$ cat config.mk
export PLATFORM = sky130hd
export DESIGN_NAME = hscp_port
export DESIGN_NICKNAME = d
export VERILOG_FILES = /design/src/hdl/hscp_port.v /design/src/hdl/hscp_sync.v
export VERILOG_INCLUDE_DIRS = /design/src /design/src/hdl
export SDC_FILE = /design/constraint.sdc
export NUM_CORES = 1
export LEC_CHECK = 0
export BUFFER_PORTS_ARGS = -buffer_cell sky130_fd_sc_hd__clkbuf_2
export CAP_MARGIN = 20
export CORE_MARGIN = 1
export CORE_UTILIZATION = 25
export DETAILED_ROUTE_END_ITERATION = 6
export HOLD_SLACK_MARGIN = 0.08
export SYNTH_ARGS = -nofsm -noshare
export SYNTH_HDL_FRONTEND = slang
export SYNTH_HIERARCHICAL = 1
export SYNTH_SLANG_ARGS = --single-unit
$ cat constraint.sdc
create_clock -name sys_clk -period 4.1 [get_ports sys_clk]
set_input_delay 0.205 -clock sys_clk [delete_from_list [all_inputs] [get_ports sys_clk]]
set_output_delay 0.205 -clock sys_clk [all_outputs]
set_load 0.01 [all_outputs]
$ cat src/hdl/hscp_consts.vh
// Purpose: Constants for the host serial command port
// Assumes: sys_clk at 100 MHz, link clock sampled as ordinary input
// Notes:   Times in ns, cycle counts derived from the clock period
// Contract
// - A command carries one or two bytes from host to device, each shifted most significant bit first.
// - Reply bytes go out to the host most significant bit first, least significant bit last.
// - Each command bit is captured on a rising edge of the serial clock.
// - A received command is executed only when chip select rises at the end of the transfer.
// - The port works whether the serial clock idles high or low at either end of the transfer.
// - After switch-on every block except the oscillator and this port sits in powersave until commanded on.
// - Reply data is driven only inside a transaction and released within 1.0 us of chip select rising.
`ifndef HSCP_CONSTS_VH
`define HSCP_CONSTS_VH

`define HSCP_CLK_PERIOD_NS   10
`define HSCP_HIZ_MAX_NS      1000
`define HSCP_HIZ_CYCLES      (`HSCP_HIZ_MAX_NS / `HSCP_CLK_PERIOD_NS)
`define HSCP_BYTE_BITS       8
`define HSCP_MSB             7
`define HSCP_PWR_RESET       8'h00
`define HSCP_CMD_PWR_BIT     7

`endif

$ cat src/hdl/hscp_port.v
// Purpose: Device end of the four-wire host serial command port
// Assumes: Pins asynchronous to sys_clk; each serial clock level lasts three sys_clk periods or more
// Notes:   Commands leave on cmd_valid when chip select rises; replies come in on reply_byte
`timescale 1ns/1ps
`include "hscp_consts.vh"
module hscp_port #(
	parameter PWR_W = 8
) (
	input  wire             sys_clk,
	input  wire             rst,
	input  wire             chip_select_low,
	input  wire             serial_clk,
	input  wire             command_data_in,
	output wire             reply_data_out,
	output reg              reply_data_oe,
	output reg              cmd_valid,
	output reg  [7:0]       cmd_addr,
	output reg  [7:0]       cmd_data,
	output reg  [1:0]       cmd_len,
	output reg              reply_req,
	output reg  [7:0]       reply_addr,
	input  wire [7:0]       reply_byte,
	output reg  [PWR_W-1:0] power_on
);
	localparam [1:0]   ST_IDLE    = 2'h0;
	localparam [1:0]   ST_XFER    = 2'h1;
	localparam [1:0]   ST_REL     = 2'h2;
	localparam integer HIZ_LAST_I = `HSCP_HIZ_CYCLES - 1;
	localparam [9:0]   HIZ_LAST   = HIZ_LAST_I[9:0];
	localparam integer MSB_I      = `HSCP_MSB;
	localparam [2:0]   LAST_BIT   = MSB_I[2:0];

	wire       cs_n_s;
	wire       sck_s;
	wire       din_s;
	wire       sck_rise;
	wire       sck_fall;
	wire       cs_fall;
	wire       cs_rise;
	wire       start_xfer;
	wire       end_xfer;
	wire       take_bit;
	wire       byte_done;
	wire       first_done;
	wire       shift_out;
	wire       pwr_cmd;
	wire [7:0] rx_byte;
	reg        sck_d_r;
	reg        cs_d_r;
	reg  [1:0] state_r;
	reg  [1:0] state_nxt;
	reg  [2:0] bit_cnt_r;
	reg  [1:0] byte_cnt_r;
	reg  [7:0] shift_r;
	reg  [7:0] first_r;
	reg  [7:0] second_r;
	reg  [7:0] tx_r;
	reg        out_r;
	reg        started_r;
	reg  [9:0] hiz_cnt_r;

	// Select resets to its idle level; a low start would look like a select edge
	hscp_sync #(
		.RST_VAL (1'b1)
	) u_cs (
		.clk (sys_clk),
		.rst (rst),
		.d   (chip_select_low),
		.q   (cs_n_s)
	);

	// Serial clock may idle at either level; a false edge here is ignored while deselected
	hscp_sync #(
		.RST_VAL (1'b0)
	) u_sck (
		.clk (sys_clk),
		.rst (rst),
		.d   (serial_clk),
		.q   (sck_s)
	);

	hscp_sync #(
		.RST_VAL (1'b0)
	) u_din (
		.clk (sys_clk),
		.rst (rst),
		.d   (command_data_in),
		.q   (din_s)
	);

	always @(posedge sys_clk) begin
		if (rst) begin
			sck_d_r <= 1'b0;
			cs_d_r  <= 1'b1;
		end else begin
			sck_d_r <= sck_s;
			cs_d_r  <= cs_n_s;
		end
	end

	assign sck_rise   = sck_s & ~sck_d_r;
	assign sck_fall   = ~sck_s & sck_d_r;
	assign cs_fall    = ~cs_n_s & cs_d_r;
	assign cs_rise    = cs_n_s & ~cs_d_r;
	assign start_xfer = cs_fall & (state_r != ST_XFER);
	assign end_xfer   = cs_rise & (state_r == ST_XFER);
	// Bits past the second byte are ignored
	assign take_bit   = sck_rise & ~cs_rise & (state_r == ST_XFER) & (byte_cnt_r != 2'h2);
	assign byte_done  = take_bit & (bit_cnt_r == LAST_BIT);
	assign first_done = byte_done & (byte_cnt_r == 2'h0);
	assign rx_byte    = {shift_r[6:0], din_s};
	// Reply bits change on falling edges so the host sees them settled at the rise
	assign shift_out  = sck_fall & ~cs_rise & started_r & (state_r == ST_XFER);
	assign pwr_cmd    = first_r[`HSCP_CMD_PWR_BIT] & (byte_cnt_r == 2'h2);

	assign reply_data_out = out_r;

	always @* begin
		state_nxt = state_r;
		case (state_r)
		ST_IDLE: begin
			if (start_xfer)
				state_nxt = ST_XFER;
		end
		ST_XFER: begin
			if (cs_rise)
				state_nxt = ST_REL;
		end
		ST_REL: begin
			// A host keeping the minimum gap selects again before the count ends
			if (start_xfer)
				state_nxt = ST_XFER;
			else if (hiz_cnt_r >= HIZ_LAST)
				state_nxt = ST_IDLE;
		end
		default: begin
			state_nxt = ST_IDLE;
		end
		endcase
	end

	always @(posedge sys_clk) begin
		if (rst)
			state_r <= ST_IDLE;
		else
			state_r <= state_nxt;
	end

	always @(posedge sys_clk) begin
		if (rst)
			hiz_cnt_r <= 10'h000;
		else if (state_r == ST_REL)
			hiz_cnt_r <= hiz_cnt_r + 10'h001;
		else
			hiz_cnt_r <= 10'h000;
	end

	// Only whole bytes count; a partial byte is dropped
	always @(posedge sys_clk) begin
		if (rst) begin
			bit_cnt_r  <= 3'h0;
			byte_cnt_r <= 2'h0;
			shift_r    <= 8'h00;
			first_r    <= 8'h00;
			second_r   <= 8'h00;
		end else if (start_xfer) begin
			bit_cnt_r  <= 3'h0;
			byte_cnt_r <= 2'h0;
		end else if (take_bit) begin
			shift_r   <= rx_byte;
			bit_cnt_r <= bit_cnt_r + 3'h1;
			if (byte_done) begin
				byte_cnt_r <= byte_cnt_r + 2'h1;
				if (byte_cnt_r == 2'h0)
					first_r <= rx_byte;
				else
					second_r <= rx_byte;
			end
		end
	end

	// Falls before the first rise belong to the clock's idle level, not to data
	always @(posedge sys_clk) begin
		if (rst)
			started_r <= 1'b0;
		else if (start_xfer)
			started_r <= 1'b0;
		else if (take_bit)
			started_r <= 1'b1;
	end

	always @(posedge sys_clk) begin
		if (rst) begin
			reply_req  <= 1'b0;
			reply_addr <= 8'h00;
		end else begin
			reply_req <= first_done;
			if (first_done)
				reply_addr <= rx_byte;
		end
	end

	// A fall in the load cycle would be lost; levels of three cycles keep it apart
	always @(posedge sys_clk) begin
		if (rst) begin
			tx_r  <= 8'h00;
			out_r <= 1'b0;
		end else if (start_xfer) begin
			tx_r <= 8'h00;
		end else if (reply_req) begin
			tx_r <= reply_byte;
		end else if (shift_out) begin
			out_r <= tx_r[`HSCP_MSB];
			tx_r  <= {tx_r[6:0], 1'b0};
		end
	end

	always @(posedge sys_clk) begin
		if (rst)
			reply_data_oe <= 1'b0;
		else if (state_r != ST_XFER || cs_rise)
			reply_data_oe <= 1'b0;
		else if (shift_out)
			reply_data_oe <= 1'b1;
	end

	always @(posedge sys_clk) begin
		if (rst) begin
			cmd_valid <= 1'b0;
			cmd_addr  <= 8'h00;
			cmd_data  <= 8'h00;
			cmd_len   <= 2'h0;
		end else begin
			cmd_valid <= end_xfer & (byte_cnt_r != 2'h0);
			if (end_xfer && byte_cnt_r != 2'h0) begin
				cmd_addr <= first_r;
				cmd_data <= second_r;
				cmd_len  <= byte_cnt_r;
			end
		end
	end

	// Only the low PWR_W bits of the data byte are used, so PWR_W stays at 8 or below
	always @(posedge sys_clk) begin
		if (rst)
			power_on <= {PWR_W{1'b0}};
		else if (end_xfer && pwr_cmd)
			power_on <= second_r[PWR_W-1:0];
	end
endmodule // hscp_port

$ cat src/hdl/hscp_sync.v
// Purpose: Two-stage synchroniser for one level
// Assumes: Input is asynchronous to clk
// Notes:   First stage feeds only the second stage; RST_VAL should match the pin's idle level
`timescale 1ns/1ps
module hscp_sync #(
	parameter [0:0] RST_VAL = 1'b0
) (
	input  wire clk,
	input  wire rst,
	input  wire d,
	output reg  q
);
	reg meta_r;

	always @(posedge clk) begin
		if (rst) begin
			meta_r <= RST_VAL;
			q      <= RST_VAL;
		end else begin
			meta_r <= d;
			q      <= meta_r;
		end
	end
endmodule // hscp_sync

==> run_results.csv, run 1 <==
group,metric,value,unit
drt,ant_nets,0,
final_layout,multiInputGateArea,1790,um2
synthesis,synthDistinctLibCells,48,
setup_path,path_class,"register to register",
global_route,grt_pass1_wl,14.8,mm
job,cap_violations,0,
global_route,grt_start_max_net_pins,49,
placed_design,dpl.hpwl,6.11,mm
clock_network,postCtsSetupBuffers,0,
final_layout,fin_area,4600,um2
timing,slew_viol_final,0,
final_layout,final_util,0.304,
drt,route.vias.total,3218,
clock_network,clock_latency,0.34,ns
final_layout,final_cell_mix,"dfxtp_1 (95), clkbuf_2 (50), a21oi_1 (44)",
power_and_ir_drop,cellLeakagePower,1.65,nW
synthesis,synthesis.area,3850,um2
setup_path,worstPathMaxFanout,22,
synthesis,yosys_warnings,6,
clock_network,cts_buffers,9,
synthesis,ys_seq_elements,95,
floorplanning,die_y,126,um
drt,drt_wl_total,9.11,mm
placed_design,gp_congestion,0.757,
synthesis,ys.flop_type,"dfxtp_1",
synthesis,post_synth_inst_count,424,
power_and_ir_drop,powerDensity,416,nW/um2
floorplanning,dieArea,15900,um2
synthesis,synth_edf_count,0,
clock_network,htreeDepth,3,
timing,relSlewSlack,0.310,
synthesis,ys_seq_area_frac,0.493,
timing,fin_skew,0.00648,ns
power_and_ir_drop,power.total,1.92,mW
global_route,grt_pass1_vias,2908,
placed_design,post_dp_cell_area,4230,um2
clock_network,cts_tree,"built",
setup_path,slowest_delay,0.70,ns
drt,drt_iter0_drc,348,
synthesis,synth.net_count,442,
clock_network,root_buffer,"clkbuf_16",
setup_path,crit_arrival,2.60,ns
drt,via_per_inst,4.96,
clock_network,cts_sinks,95,
timing,worstMarginPinSlew,1.03,ns
drt,drtPass1Iterations,5,
final_layout,syn_to_final_growth,19.4,%
global_route,grt-ovfl-total,0,
setup_path,worstPathRequired,4.37,ns
timing,setup_slack,1.77,ns
placed_design,io_buffers,50,
final_layout,mostFrequentLayoutCell,"dfxtp_1",
floorplanning,die_w,126,um
clock_network,holdBufCountCts,1,
timing,setup_viol,0,
drt,drc,0,
timing,period_share,0.569,
final_layout,final_cells,649,
power_and_ir_drop,max-vdd-ir-drop,0.000156,V
outcome,outcome,"complete, no violations",
placed_design,dp.cells,630,
final_layout,layout-drive-gt1-share,0.176,
min_path,hp-class,"primary input to register",
setup_path,path_cells,"inv_1 -> ha_1 -> inv_2 -> nor4_1 -> mux2i_1",
setup_path,slowest_stage,"ha_1",
floorplanning,coreArea,15100,um2
floorplanning,ioPinCount,51,
setup_path,cp-end-kind,"register",
floorplanning,rows,45,
global_route,grt_usage,0.116,
timing,whs,0.0932,ns
clock_network,cts_buffer_depth,2,
setup_path,start_kind,"register",
timing,fin_tns_setup,0,ns
global_route,antenna_found_initial,0,
timing,final_hold_viol_count,0,
clock_network,cts-resized-gates,0,
floorplanning,start_util,0.255,
final_layout,num_antenna_cells,0,
final_layout,num-nets-final,474,
synthesis,ys_async_sr_fraction,0,
timing,min_period,2.33,ns
placed_design,pre_cts_slack,1.75,ns
drt,wl_per_cell,14.0,um
final_layout,register_area,1900,um2
timing,max_freq,0.429,GHz
clock_network,clk_pin_slew,0.07,ns
synthesis,synth.avg_cell_area,9.09,um2
final_layout,fill_cells,1529,
timing,grt_setup_unrepaired,"no",
## flip-flops by register name (all words and copies together), names as in the netlist, 3 cells and up
name and flops:
second_r 8, first_r 8, hiz_cnt_r 10, bit_cnt_r 3, tx_r 8, shift_r 7, reply_addr 8, cmd_addr 8
cmd_data 8, power_on 8
## where the power goes
part | switching, mW | total, mW | internal (mW)
Combinational | 0.0355 | 0.0487 | 0.0132
Clock | 0.342 | 0.937 | 0.595
Sequential | 0.00373 | 0.930 | 0.927
Total | 0.382 | 1.92 | 1.53
## synth_stat cells, drive strengths merged, types with 3 or more instances
| cell type | number | area share |
|---|---|---|
| a21oi | 44 | 0.057 |
| a31oi | 7 | 0.011 |
| buf | 13 | 0.017 |
| clkbuf | 22 | 0.021 |
| dfxtp | 95 | 0.49 |
| ha | 5 | 0.016 |
| inv | 6 | 0.0058 |
| mux2i | 25 | 0.065 |
| nand2 | 38 | 0.037 |
| nand2b | 3 | 0.0049 |
| nand3 | 30 | 0.039 |
| nand4 | 16 | 0.030 |
| nor2 | 14 | 0.014 |
| nor2b | 7 | 0.011 |
| nor4 | 14 | 0.027 |
| o21ai | 29 | 0.038 |
| o31ai | 16 | 0.031 |
| or2 | 7 | 0.011 |
| or4 | 3 | 0.0058 |
## per-layer routing
metal / vias to the layer above / global-route usage / wire (um) / share of wire
met5: - / 0 / 0 / 0
met4: 0 / 0.0468 / 157 / 0.017
met3: 13 / 0.0306 / 478 / 0.052
met2: 75 / 0.175 / 4100 / 0.45
met1: 1528 / 0.157 / 4380 / 0.48
li1: 1602 / - / - / -
## final timing paths
| check | slack, ns | endpoint | start | cells after the start |
|---|---|---|---|---|
| min | 0.09 | u_sck/meta_r | serial_clk | 2 |
| max reg2reg | 1.77 | reply_addr[6] | byte_cnt_r[0] | 5 |
| min reg2reg | 0.42 | u_cs/q | u_cs/meta_r | 1 |
| max | 1.77 | reply_addr[6] | byte_cnt_r[0] | 5 |
## critical path: cells and delay by family (launching register included)
kind | cells | cell delay [ns]
multiplexers | 1 | 0.24
buffers and inverters | 2 | 0.43
AND/OR/NAND/NOR | 1 | 0.57
flip-flops | 1 | 0.33
adder cells (fa/ha/maj) | 1 | 0.70
## layout make-up
class | count | share of cell area
inverter | 7 | 0.00571
clock inverter | 6 | 0.0236
sequential | 95 | 0.413
clock buffer | 10 | 0.0497
tap | 188 | 0.0511
multi-input combinational | 287 | 0.390
timing repair buffer | 56 | 0.0671
## logic make-up (layout without fill, tap and decap cells)
group,Yosys count,count (layout),share of synthesized area
DFF,95,95,0.493
adders and majority gates,5,5,0.0162
muxes,25,25,0.0649
and+or+nand+nor,150,150,0.218
AOI/OAI and AO/OA,104,104,0.155
buffers and inverters,42,79,0.0454
xor gates and xnor gates,3,3,0.00682
(Power assumes the default switching activity.)
==> run 2, diff against run 1 <==
- clock period: 4.1 -> 2.1 ns (I/O delays scaled with it)
==> run_results.csv, run 2 (synthesis results as in run 1) <==
group,metric,value,unit
final_layout,regMostFlops,"hiz_cnt_r",
floorplanning,start_util,0.255,
clock_network,cts_tree,"built",
setup_path,path_class,"register to register",
placed_design,post_dp_cell_area,4330,um2
setup_path,start_kind,"register",
setup_path,cpLargestDelayFamily,"simple AND/OR/NAND/NOR gates",
final_layout,final_cells,668,
setup_path,startpoint,"byte_cnt_r[0]",
setup_path,crit_buf_inv,2,
final_layout,mostFrequentLayoutCell,"dfxtp_1",
timing,relSlewSlack,0.380,
timing,worstMarginPinSlew,0.924,ns
clock_network,clk_pin_slew,0.06,ns
placed_design,gp_congestion,0.781,
timing,grt_setup_unrepaired,"no",
min_path,hold_depth,3,
min_path,hp-start,"reply_byte[1]",
clock_network,cts_sinks,95,
final_layout,fin_area,4710,um2
timing,fin_skew,0.00583,ns
drt,via_per_inst,4.99,
final_layout,largest_register_ffs,10,
setup_path,crit_cells,6,
global_route,grt_pass1_wl,15.7,mm
setup_path,worstPathMaxFanout,8,
setup_path,path_cells,"inv_1 -> ha_1 -> nand4bb_1 -> nor4_4 -> buf_4 -> mux2i_1",
floorplanning,coreArea,15100,um2
timing,min_period,1.78,ns
drt,drtPass1Iterations,4,
drt,wl_per_cell,14.0,um
placed_design,dpl.hpwl,6.52,mm
final_layout,num_antenna_cells,0,
placed_design,dp.cells,643,
final_layout,fill_cells,1556,
min_path,hp-class,"primary input to register",
timing,setup_viol,0,
timing,slew_viol_final,0,
final_layout,layout-drive-gt1-share,0.188,
setup_path,r2r_cells,6,
timing,period_share,0.847,
setup_path,cp-end-kind,"register",
floorplanning,die_y,126,um
final_layout,syn_to_final_growth,22.2,%
final_layout,num-nets-final,493,
drt,drt_wl_total,9.38,mm
clock_network,htreeDepth,3,
global_route,grt-ovfl-total,0,
job,cap_violations,0,
setup_path,slowest_delay,0.36,ns
power_and_ir_drop,max-vdd-ir-drop,0.000366,V
drt,route.vias.total,3332,
global_route,grt_start_max_net_pins,48,
setup_path,worstPathRequired,2.36,ns
outcome,outcome,"complete, no violations",
final_layout,final_cell_mix,"dfxtp_1 (95), clkbuf_2 (50), a21oi_1 (44)",
timing,max_freq,0.563,GHz
setup_path,r2r-start,"byte_cnt_r[0]",
global_route,grt_pass1_vias,3142,
timing,fin_tns_setup,0,ns
drt,ant_nets,0,
floorplanning,ioPinCount,51,
floorplanning,die_w,126,um
setup_path,crit_arrival,2.04,ns
global_route,grt_usage,0.121,
global_route,antenna_found_initial,0,
clock_network,cts_buffers,9,
floorplanning,dieArea,15900,um2
clock_network,clock_latency,0.34,ns
clock_network,cts_buffer_depth,2,
power_and_ir_drop,powerDensity,749,nW/um2
placed_design,io_buffers,50,
setup_path,slowest_stage,"nand4bb_1",
clock_network,root_buffer,"clkbuf_16",
drt,drc,0,
power_and_ir_drop,cellLeakagePower,1.71,nW
timing,final_hold_viol_count,0,
drt,drt_iter0_drc,313,
floorplanning,rows,45,
timing,whs,0.113,ns
==> run 2: changes by cell type in the layout (fill, tap and decap cells not counted), sizes merged <==
cell         delta
clkinvlp        +1
bufinv          -2
clkinv          -2
dlygate4sd3     +8
buf            +11
clkbuf          +3
==> run 2: stage by stage <==
stage               power, mW  setup slack (ns)   util
CTS                      3.57             0.302  0.311
floorplan                1.92             0.409      -
detailed placement       1.96             0.321  0.286
global placement         1.96             0.407  0.286
global route             3.66             0.136  0.311
finish                   3.53             0.322  0.311
==> run 2: timing repair <==
action                                  CTS  global route
endpoints found under the setup margin    0             0
setup buffers                             0             0
gates resized for setup                   0             0
hold endpoints to repair                  9             0
hold buffers                              9             0
==> run 2: path summary, 6_finish.rpt <==
kind              slack (ns)           to
hold / removal          0.11      tx_r[1]
hold reg to reg         0.41       u_cs/q
setup / recovery        0.32  second_r[6]
setup reg to reg        0.32  second_r[6]
==> run 2: area by class of cell <==
| class | instances | area (um2) | share of cell area |
|---|---|---|---|
| flip-flops and latches | 95 | 1900 | 0.404 |
| multi-input cells | 287 | 1790 | 0.381 |
| repair buffers | 75 | 460 | 0.0978 |
| clock inverters | 3 | 42.5 | 0.00903 |
| clock buffers | 13 | 250 | 0.0531 |
| inverters | 7 | 26.3 | 0.00558 |
| well taps | 188 | 235 | 0.0499 |
==> run 2: worst register-to-register path, delay by kind of cell (launching register included) <==
| family | cells | cell delay (ns) |
|---|---|---|
| buffers and inverters | 2 | 0.30 |
| AND/OR/NAND/NOR | 2 | 0.57 |
| adder cells (fa/ha/maj) | 1 | 0.27 |
| multiplexers | 1 | 0.21 |
| flip-flops | 1 | 0.35 |
==> run 2: where the power goes <==
group / total [mW] / internal [mW] / switching, mW
clock network: 1.60 / 0.954 / 0.642
logic: 0.115 / 0.0409 / 0.0738
registers: 1.82 / 1.81 / 0.00776
==> run 2: per-layer routing <==
layer  GRT usage  vias up  part of all wire
met5           0        -                 0
met4      0.0461        0             0.016
met3      0.0272       14             0.045
met2       0.193       78              0.46
met1       0.160     1599              0.48
li1            -     1641                 -
